==> src/verilog/sar_ctrl_pkg.sv <==
// Purpose: Shared constants and types for the converter sequencing and readout block
// Assumes: 50 MHz core clock
// Notes: Times are held in their printed units; cycle counts derive from them
package sar_ctrl_pkg;
    localparam int RESULT_BITS = 18;
    localparam int CLK_MHZ = 50;
    // Times in ns
    localparam int POR_WAIT_NS = 20000;
    localparam int CONV_MAX_NS = 1500;
    localparam int ACQ_START_NS = 527;
    localparam int START_WINDOW_NS = 40;
    // Longest times round down, least times round up
    localparam int CONV_CYCLES = (CONV_MAX_NS * CLK_MHZ) / 1000;
    localparam int ACQ_START_CYCLES = (ACQ_START_NS * CLK_MHZ + 999) / 1000;
    localparam int POR_WAIT_CYCLES = (POR_WAIT_NS * CLK_MHZ + 999) / 1000;
    localparam logic [RESULT_BITS-1:0] RESULT_RESET = 18'h00000;

    // Serial output pin as data and active-low enable, registered together
    typedef struct packed {
        logic data;
        logic oe_n;
    } sdo_pin_t;
endpackage

==> src/verilog/sar_conv_readout.sv <==
// Purpose: Conversion sequencing and serial readout of an 18-bit SAR converter
// Assumes: convert_start, sck, read_select_input and chain mode come from outside and are synchronised here
// Notes: The analog core is modelled by sample_code_i, captured at conversion start
`timescale 1ns/10ps

module sar_conv_readout
    import sar_ctrl_pkg::*;
#(
    parameter int POR_WAIT = POR_WAIT_CYCLES
) (
    // Clock and supply-monitor reset
    input wire logic clk_i,
    input wire logic rst_i,
    // Host control pins
    input wire logic convert_start_i,
    input wire logic sck_i,
    input wire logic read_select_input_i,
    input wire logic chain_mode_select_i,
    // Analog core result, straight binary
    input wire logic [RESULT_BITS-1:0] sample_code_i,
    // Status and serial output
    output logic busy_o,
    output logic powered_up_o,
    output logic acquiring_o,
    output logic ready_o,
    output logic sdo_o,
    output logic sdo_oe_n_o
);

    typedef enum logic [1:0] {ST_INIT, ST_IDLE, ST_CONV} state_t;

    ////////////////////////////////////////////////////////////////////////////
    // Two-flop synchronisers; only the second stage is read by logic
    logic [3:0] sync1_reg;
    logic [3:0] sync2_reg;
    logic sck_d_reg;
    logic cnv_d_reg;

    // Select resets to its idle high level, so the pin is not briefly driven after reset
    always_ff @(posedge clk_i or posedge rst_i) begin
        if (rst_i) begin
            sync1_reg <= 4'h4;
            sync2_reg <= 4'h4;
            sck_d_reg <= 1'b0;
            cnv_d_reg <= 1'b0;
        end else begin
            sync1_reg <= {chain_mode_select_i, read_select_input_i, sck_i, convert_start_i};
            sync2_reg <= sync1_reg;
            sck_d_reg <= sync2_reg[1];
            cnv_d_reg <= sync2_reg[0];
        end
    end

    logic cnv_s;
    logic sck_s;
    logic sel_s;
    logic chain_s;
    logic cnv_rise;
    logic sck_rise;
    assign cnv_s = sync2_reg[0];
    assign sck_s = sync2_reg[1];
    assign sel_s = sync2_reg[2];
    assign chain_s = sync2_reg[3];
    assign cnv_rise = cnv_s & ~cnv_d_reg;
    assign sck_rise = sck_s & ~sck_d_reg;

    ////////////////////////////////////////////////////////////////////////////
    // Conversion sequencer
    state_t state_reg;
    logic [15:0] timer_reg;
    logic [RESULT_BITS-1:0] sample_reg;
    logic conv_done;
    assign conv_done = (state_reg == ST_CONV) && (timer_reg == 16'(CONV_CYCLES - 1));

    // Reset restarts the reinit wait; starts during it are dropped as invalid
    always_ff @(posedge clk_i or posedge rst_i) begin
        if (rst_i) begin
            state_reg <= ST_INIT;
            timer_reg <= 16'h0000;
        end else begin
            case (state_reg)
                ST_INIT: begin
                    if (timer_reg == 16'(POR_WAIT - 1)) begin
                        state_reg <= ST_IDLE;
                        timer_reg <= 16'h0000;
                    end else begin
                        timer_reg <= timer_reg + 16'h0001;
                    end
                end
                ST_IDLE: begin
                    if (cnv_rise) begin
                        state_reg <= ST_CONV;
                        timer_reg <= 16'h0000;
                    end
                end
                ST_CONV: begin
                    // Edges here are ignored, so the host need not be careful
                    if (conv_done) begin
                        state_reg <= ST_IDLE;
                        timer_reg <= 16'h0000;
                    end else begin
                        timer_reg <= timer_reg + 16'h0001;
                    end
                end
                default: begin
                    state_reg <= ST_INIT;
                    timer_reg <= 16'h0000;
                end
            endcase
        end
    end

    // Sample held at conversion start, straight binary from the core
    always_ff @(posedge clk_i or posedge rst_i) begin
        if (rst_i) begin
            sample_reg <= RESULT_RESET;
        end else if (state_reg == ST_IDLE && cnv_rise) begin
            sample_reg <= sample_code_i;
        end
    end

    // Status outputs, all registered
    always_ff @(posedge clk_i or posedge rst_i) begin
        if (rst_i) begin
            busy_o <= 1'b0;
            powered_up_o <= 1'b0;
            acquiring_o <= 1'b0;
            ready_o <= 1'b0;
        end else begin
            busy_o <= (state_reg == ST_IDLE && cnv_rise) || (state_reg == ST_CONV && !conv_done);
            powered_up_o <= (state_reg == ST_IDLE && cnv_rise) || (state_reg == ST_CONV && !conv_done);
            // Next sample acquisition overlaps the tail of conversion
            acquiring_o <= (state_reg == ST_IDLE && !cnv_rise)
                || (state_reg == ST_CONV && timer_reg >= 16'(ACQ_START_CYCLES - 1));
            ready_o <= (state_reg != ST_INIT);
        end
    end

    ////////////////////////////////////////////////////////////////////////////
    // Output shift register; MSB is always the bit on the pin
    logic [RESULT_BITS-1:0] shift_reg;
    logic out_en;
    assign out_en = chain_s | ~sel_s;

    always_ff @(posedge clk_i or posedge rst_i) begin
        if (rst_i) begin
            shift_reg <= RESULT_RESET;
        end else if (conv_done) begin
            shift_reg <= sample_reg;
        end else if (sck_rise && out_en) begin
            // Chain input enters at the tail behind the own result
            shift_reg <= {shift_reg[RESULT_BITS-2:0], chain_s & sel_s};
        end
    end
    // Kept between conversions, so the last result stays readable
    // The register is never cleared by a conversion start: a host may still
    // be reading the previous result while the next conversion runs.

    ////////////////////////////////////////////////////////////////////////////
    // Output pin
    // Next pin state gathered in one carrier so data and enable move together
    sdo_pin_t pin_next;

    always_comb begin
        pin_next.data = shift_reg[RESULT_BITS-1];
        pin_next.oe_n = ~out_en;
        if (conv_done) begin
            // The fresh MSB must reach the pin at the same edge busy falls
            pin_next.data = sample_reg[RESULT_BITS-1];
        end
    end

    // Pin follows the register MSB; enable follows the synchronised mode and select one core cycle later
    // Registering both costs one core cycle of delay but keeps the pin glitch free
    always_ff @(posedge clk_i or posedge rst_i) begin
        if (rst_i) begin
            sdo_o <= 1'b0;
            sdo_oe_n_o <= 1'b1;
        end else begin
            sdo_o <= pin_next.data;
            sdo_oe_n_o <= pin_next.oe_n;
        end
    end

    ////////////////////////////////////////////////////////////////////////////
    // Check helpers
    // A cycle counter stands in for a long repetition, which the tools would
    // otherwise have to unroll 75 times
    logic [7:0] busy_len_reg;

    // Length of the current busy pulse, counted on the registered output
    always_ff @(posedge clk_i or posedge rst_i) begin
        if (rst_i) begin
            busy_len_reg <= 8'h00;
        end else if (busy_o) begin
            busy_len_reg <= busy_len_reg + 8'h01;
        end else begin
            busy_len_reg <= 8'h00;
        end
    end

    ////////////////////////////////////////////////////////////////////////////
    // Checks
    a_busy_length: assert property (@(posedge clk_i) disable iff (rst_i)
        $rose(busy_o) |-> busy_o [*8] ##1 busy_o [*8])
        else $error("busy dropped early");
    a_conv_bound: assert property (@(posedge clk_i) disable iff (rst_i)
        $rose(busy_o) |-> ##[1:80] !busy_o)
        else $error("conversion too long");
    a_ignore_start: assert property (@(posedge clk_i) disable iff (rst_i)
        (state_reg == ST_CONV && cnv_rise && !conv_done) |=> state_reg == ST_CONV)
        else $error("start during conversion not ignored");
    a_start_edge: assert property (@(posedge clk_i) disable iff (rst_i)
        (state_reg == ST_IDLE && cnv_rise) |=> busy_o && powered_up_o)
        else $error("start edge missed");
    a_powerdown_acq: assert property (@(posedge clk_i) disable iff (rst_i)
        $fell(busy_o) |-> !powered_up_o && acquiring_o)
        else $error("no power down after conversion");
    a_acq_early: assert property (@(posedge clk_i) disable iff (rst_i)
        $rose(busy_o) |-> ##27 acquiring_o)
        else $error("acquisition not started in time");
    a_hiz_select: assert property (@(posedge clk_i) disable iff (rst_i)
        (!chain_s && sel_s) |=> sdo_oe_n_o)
        else $error("output driven while deselected");
    a_chain_drive: assert property (@(posedge clk_i) disable iff (rst_i)
        chain_s |=> !sdo_oe_n_o)
        else $error("chain mode output not driven");
    a_msb_ready: assert property (@(posedge clk_i) disable iff (rst_i)
        $fell(busy_o) |-> sdo_o == sample_reg[RESULT_BITS-1])
        else $error("new msb missing at end of conversion");
    a_shift_hold: assert property (@(posedge clk_i) disable iff (rst_i)
        (!sck_rise && !conv_done) |=> $stable(shift_reg))
        else $error("shift without clock");
    a_init_quiet: assert property (@(posedge clk_i) disable iff (rst_i)
        !ready_o |-> !busy_o)
        else $error("conversion during reinit");
    a_init_off: assert property (@(posedge clk_i) disable iff (rst_i)
        !ready_o |-> !powered_up_o)
        else $error("core powered during reinit");

    // Busy must last exactly the conversion time, never more
    a_busy_exact: assert property (@(posedge clk_i) disable iff (rst_i)
        $fell(busy_o) |-> busy_len_reg == 8'(CONV_CYCLES))
        else $error("busy length wrong");
    a_busy_max: assert property (@(posedge clk_i) disable iff (rst_i)
        busy_o |-> busy_len_reg < 8'(CONV_CYCLES))
        else $error("busy beyond conversion limit");

    // Acquisition must not start early either, or the held sample is disturbed
    a_acq_late: assert property (@(posedge clk_i) disable iff (rst_i)
        (busy_o && busy_len_reg < 8'(ACQ_START_CYCLES)) |-> !acquiring_o)
        else $error("acquisition started too early");
    a_acq_held: assert property (@(posedge clk_i) disable iff (rst_i)
        (busy_o && busy_len_reg >= 8'(ACQ_START_CYCLES)) |-> acquiring_o)
        else $error("acquisition dropped during conversion");
    a_back_idle: assert property (@(posedge clk_i) disable iff (rst_i)
        $fell(busy_o) |-> state_reg == ST_IDLE)
        else $error("not idle after conversion");

    // Capture and load of the result
    a_sample_take: assert property (@(posedge clk_i) disable iff (rst_i)
        (state_reg == ST_IDLE && cnv_rise) |=> sample_reg == $past(sample_code_i))
        else $error("sample not captured at start");
    a_load_result: assert property (@(posedge clk_i) disable iff (rst_i)
        conv_done |=> shift_reg == $past(sample_reg))
        else $error("result not loaded");

    // Shifting: each step moves the next bit up, chain data enters at the tail
    a_shift_step: assert property (@(posedge clk_i) disable iff (rst_i)
        (sck_rise && out_en && !conv_done) |=> shift_reg[RESULT_BITS-1] == $past(shift_reg[RESULT_BITS-2]))
        else $error("shift order wrong");
    a_chain_input: assert property (@(posedge clk_i) disable iff (rst_i)
        (sck_rise && chain_s && !conv_done) |=> shift_reg[0] == $past(sel_s))
        else $error("chain input not captured");
    a_normal_fill: assert property (@(posedge clk_i) disable iff (rst_i)
        (sck_rise && !chain_s && !sel_s && !conv_done) |=> !shift_reg[0])
        else $error("normal mode fill not zero");
    a_pin_follow: assert property (@(posedge clk_i) disable iff (rst_i)
        !conv_done |=> sdo_o == $past(shift_reg[RESULT_BITS-1]))
        else $error("pin does not follow shift msb");

    c_conversion: cover property (@(posedge clk_i) disable iff (rst_i) $fell(busy_o));
    c_normal_read: cover property (@(posedge clk_i) disable iff (rst_i) sck_rise && !sel_s && !chain_s);
    c_chain_read: cover property (@(posedge clk_i) disable iff (rst_i) sck_rise && chain_s && sel_s);
    c_ignored_start: cover property (@(posedge clk_i) disable iff (rst_i) state_reg == ST_CONV && cnv_rise);
    c_acq_overlap: cover property (@(posedge clk_i) disable iff (rst_i) busy_o && acquiring_o);

endmodule

==> config.mk <==
export PLATFORM = sky130hd
export DESIGN_NAME = sar_conv_readout
export DESIGN_NICKNAME = d
export VERILOG_FILES = /design/src/verilog/sar_ctrl_pkg.sv /design/src/verilog/sar_conv_readout.sv
export SDC_FILE = /design/constraint.sdc
export NUM_CORES = 1
export LEC_CHECK = 0
export ABC_AREA = 1
export BUFFER_PORTS_ARGS = -buffer_cell sky130_fd_sc_hd__buf_2
export CORE_MARGIN = 2
export CORE_UTILIZATION = 54
export CTS_CLUSTER_SIZE = 30
export DETAILED_ROUTE_END_ITERATION = 10
export PLACE_DENSITY = 0.73
export SYNTH_ARGS = -nofsm -noshare
export SYNTH_HDL_FRONTEND = slang
export SYNTH_SLANG_ARGS = --single-unit
==> constraint.sdc <==
create_clock -name clk_i -period 2.3 [get_ports clk_i]
set_input_delay 0.345 -clock clk_i [delete_from_list [all_inputs] [get_ports clk_i]]
set_output_delay 0.345 -clock clk_i [all_outputs]
set_load 0.03 [all_outputs]
# Word level (Yosys, flattened, before mapping)
# Cells that the tools add are included.
[totals] inputBits=24 wordCells=55 register_bits=69 output_inout_bits=6
[classes] order_cmp=1 reduce_logical=14 eq_ne=7 n_addsub=1 bitwise_logic=8 n_mux=11
[ops] op="$mux 16" n=3
[ops] op="$pmux 16 s3" n=1
[ops] op="$mux 18" n=2
[ops] op="$add 16x1->16 const B" n=1
[ops] op="$eq 16x10->1 const B" n=1
[ops] op="$eq 16x7->1 const B" n=1
[ops] op="$ge 16x5->1 const B" n=1
[ops] op="$logic_and 1x1->1" n=6
[ops] op="$mux 2" n=3
[ops] op="$ne 2x2->1 const B" n=3
[ops] op="$pmux 2 s3" n=1
[ops] op="$not 1->1" n=4
[ops] op="$reduce_bool 2->1" n=2
[ops] op="$and 1x1->1" n=3
[ops] op="$reduce_and 3->1" n=1
[ops] op="$eq 2x1->1 const B" n=1
[ops] op="$eq 2x2->1 const B" n=1
[ops] op="$logic_not 1->1" n=2
[ops] op="$logic_not 2->1" n=1
[ops] op="$logic_or 1x1->1" n=2
[ops] op="$mux 1" n=1
[ops] op="$or 1x1->1" n=1

# Logic depth before layout (Yosys ltp)
[depth] ltp_word=5 depth_mapped=10 ltp_nobuf=10

# Worst setup path before layout
# No wires, ideal clock.
[synth_timing] kind="register to register" start="register timer_reg[0]" end="register shift_reg[0]" setup_slack_ns=0.826 stages_incl_launch_ff=10 arrival_ns=1.357 path_buffers=2 period_less_slack_ns=1.474 setup_time_ns=0.117 t_required_ns=2.183 cell_sequence="dfrtp_1 -> inv_1 -> ha_1 -> nand3_1 -> nor2_4 -> buf_6 -> buf_6 -> nand4_1 -> nand2_1 -> nand2_1"
[synth_via] elab_chain_cells=3 word_cells_on_any_way=4 cone_classes="eq/ne (1); mux (1); reduce/logical (2)"
[synth_lines] item="start: declaration" line_no="sar_conv_readout.sv:70" text="logic [15:0] timer_reg;"
[synth_lines] item="start signal: assignment" line_no="sar_conv_readout.sv:87" text="timer_reg <= timer_reg + 16'h0001;"
[synth_lines] item="start signal: assignment" line_no="sar_conv_readout.sv:102" text="timer_reg <= timer_reg + 16'h0001;"
[synth_lines] item="$eq 16x7->1 (*)" line_no="sar_conv_readout.sv:73" text="assign conv_done = (state_reg == ST_CONV) && (timer_reg == 16'(CONV_CYCLES - 1));"
[synth_lines] item="$logic_and 1x1->1 (*)" line_no="sar_conv_readout.sv:73"
[synth_lines] item="$mux 18 / $reduce_bool 2->1 (equally long branches)"
[synth_lines] item="end signal: assignment" line_no="sar_conv_readout.sv:149" text="shift_reg <= sample_reg;"
[synth_lines] item="end signal: assignment" line_no="sar_conv_readout.sv:152" text="shift_reg <= {shift_reg[RESULT_BITS-2:0], chain_s & sel_s};"
[synth_lines] item="end: declaration" line_no="sar_conv_readout.sv:141" text="logic [RESULT_BITS-1:0] shift_reg;"
# Mark *: on every way between the ends. The rest lies on a longest branch, timed or not.
# A chain may end at the register's enable or synchronous reset.

# Worst setup path after layout
[layout_timing] start="register timer_reg[0]" end="register shift_reg[3]"
# The elaborated chain is that of the path after synthesis.

==> results.txt <==
final worst slack: 0.5066 ns
die width: 84.25 µm
total global routing overflow: 0
Final Hold Fails: 0
synth unique cells: 31
CP required: 2.54 ns
setup TNS: 0 ns
Avg Inst Size Synth: 8.030 µm²
CORE AREA: 6277 µm²
Tot GR Track Use: 0.2164
net count after synthesis: 459
antenna-violating nets left: 0
post-placement cell area: 3643 µm²
Final setup violation count: 0
worst slew pin tran: 0.5957 ns
Die ar.: 7097 µm²
CP endpoint kind: flip-flop
Hold Slack: 0.03261 ns
detailed-route wire length: 6934 µm
Vias: 2829
antenna violations before repair: 0
post_cts resized: 0
clk_lat worst skew: 0.35 ns
RSZ-0062 raised after global routing: false
Clock Path Buffers: 2
CTS Sinks: 69
CP Launch Type: flip-flop
layout cells sized above 1: 0.1634
peak supply drop: 0.4279 mV
htree depth: 3
maximum capacitance violations: 0
Via density: 5.220
crit path DAT: 2.03 ns
Routed wire per std cell: 12.79 µm
starting DRC count in detailed routing: 175
ys async rst share: 1.000
post-CTS setup buffer count: 0
number of synthesized flops with an enable pin: 0
maximum fanout along the worst path: 37
CTS Hold Bufs: 0
Final HPWL DP: 4646 µm
reg-to-reg slack, setup: 0.51 ns
Finished Cell Area: 3835 µm²
Leak Pwr: 2.060 nW
vias in the first global route: 2737
worst hold path type: input port to async pin
number of buffers created by CTS: 9
power after layout: 2.414 mW
Yosys top cell by area: dfrtp_1
gp weighted congestion: 0.8786
Tcrit/Tclk final: 0.7798
Area Growth Syn to Fin: 10.29%
# DRC: 0
initial core utilization: 0.5539
Antenna Diode Count: 0
status: finished clean
CP dominant cell by count: nand3_1
Crit Path Class: flip-flop to flip-flop
nets: 486
PortBufs: 29
Area contributors post-synth: dfrtp_1 (47%), nand2_1 (14%), nand3_1 (6.6%)
Slew HR: 0.6016
Top Ports: 30
flops & latches, synth: 69
fin. max-slew vios: 0
Post-Syn Area: 3477 µm²
post-synthesis cell count: 433
count leader, synth: nand2_1
Worst-path clk slew: 0.07 ns
largest net degree at the start of global routing: 46
Power per Cell Area: 629.5 nW/µm²
Die Height: 84.25 µm
share of the synthesized area in the top cell type: 0.4750
# rows: 29
ordered cell list for the critical path: inv_1, ha_1, nand3_1, nor2_4, nand3_4, nand3_1, nand2_1
Worst path max stage delay: 0.42 ns
clk_skew: 0.007082 ns
Highest Clock Rate: 557.6 MHz
CTS tree: yes
drt pass-1 iters: 4
minimum clock period: 1.793 ns
Seq/Total Area, Yosys: 0.4977
top cells by count, synth: nand2_1 (133), dfrtp_1 (66), nand3_1 (46)
Clock Tree Root: clkbuf_8
ys flop type: dfrtp_1
Slowest-stage cell, CP: dfrtp_1
first-pass GRT wire length: 12370 µm
synth warn: 0
Place WS: 0.5502 ns
-- per-layer routing --
layer,GRT usage,part of all wire
met3,0.04130,0.052
met5,0,0
met2,0.3182,0.45
met1,0.3152,0.48
met4,0.09238,0.019
-- cell usage in the layout (no fill, tap or decap), drive strengths merged --
master    instances
buf              35
nand2           139
ha                2
nor3              3
clkbuf           10
nand3            48
o21bai            1
a21oi            19
dfrtp            66
nor2             51
dfstp             3
clkinv            5
mux2              1
nand4            22
clkinvlp          2
bufinv            1
and3              1
o21ai             8
inv              45
xor2              3
-- stage by stage --
stage               utilization  instances
CTS                      0.6109        542
floorplan                     -        433
finish                   0.6109        542
detailed placement       0.5804        526
global route             0.6109        542
global placement         0.5804        526
-- cell type report --
class / instances / area [µm²]
well taps: 77 / 96.34
clock inverters: 6 / 63.81
inverters: 47 / 176.4
fillers: 532 / 2442
clock buffers: 10 / 127.6
repair buffers: 35 / 202.7
flip-flops and latches: 69 / 1730
multi-input cells: 298 / 1438
-- kinds of logic after synthesis --
kind of cell               Yosys count  synth area share
and+or+nand+nor                    264            0.3544
AOI/OAI and AO/OA                   28           0.04102
xor gates and xnor gates             3          0.007558
adders and majority gates            2          0.007196
DFF                                 69            0.4977
muxes                                1          0.003238
buffers and inverters               66           0.08888
-- where the power goes --
part,total [mW],switching (mW),internal (mW)
Clock,0.964,0.466,0.499
Sequential,1.32,0.0328,1.28
Combinational,0.134,0.0806,0.0530
-- critical path, delay by kind of cell (launching register included) --
kind | cells | cell delay (ns)
simple gates | 5 | 0.95
flops | 1 | 0.42
fa+ha+maj | 1 | 0.19
buf+inv | 1 | 0.13
-- final timing paths --
kind | start | to | cells after the start
worst min register to register | sync1_reg[1] | sync2_reg[1] | 0
max in group asynchronous | rst_i | acquiring_o | 3
worst max-delay path | timer_reg[0] | shift_reg[3] | 7
min in group clk_i | read_select_input_i | sync1_reg[2] | 1
worst max register to register | timer_reg[0] | shift_reg[3] | 7
worst min-delay path | rst_i | sync1_reg[3] | 2
No activity file was read; power rests on OpenSTA's default activity.
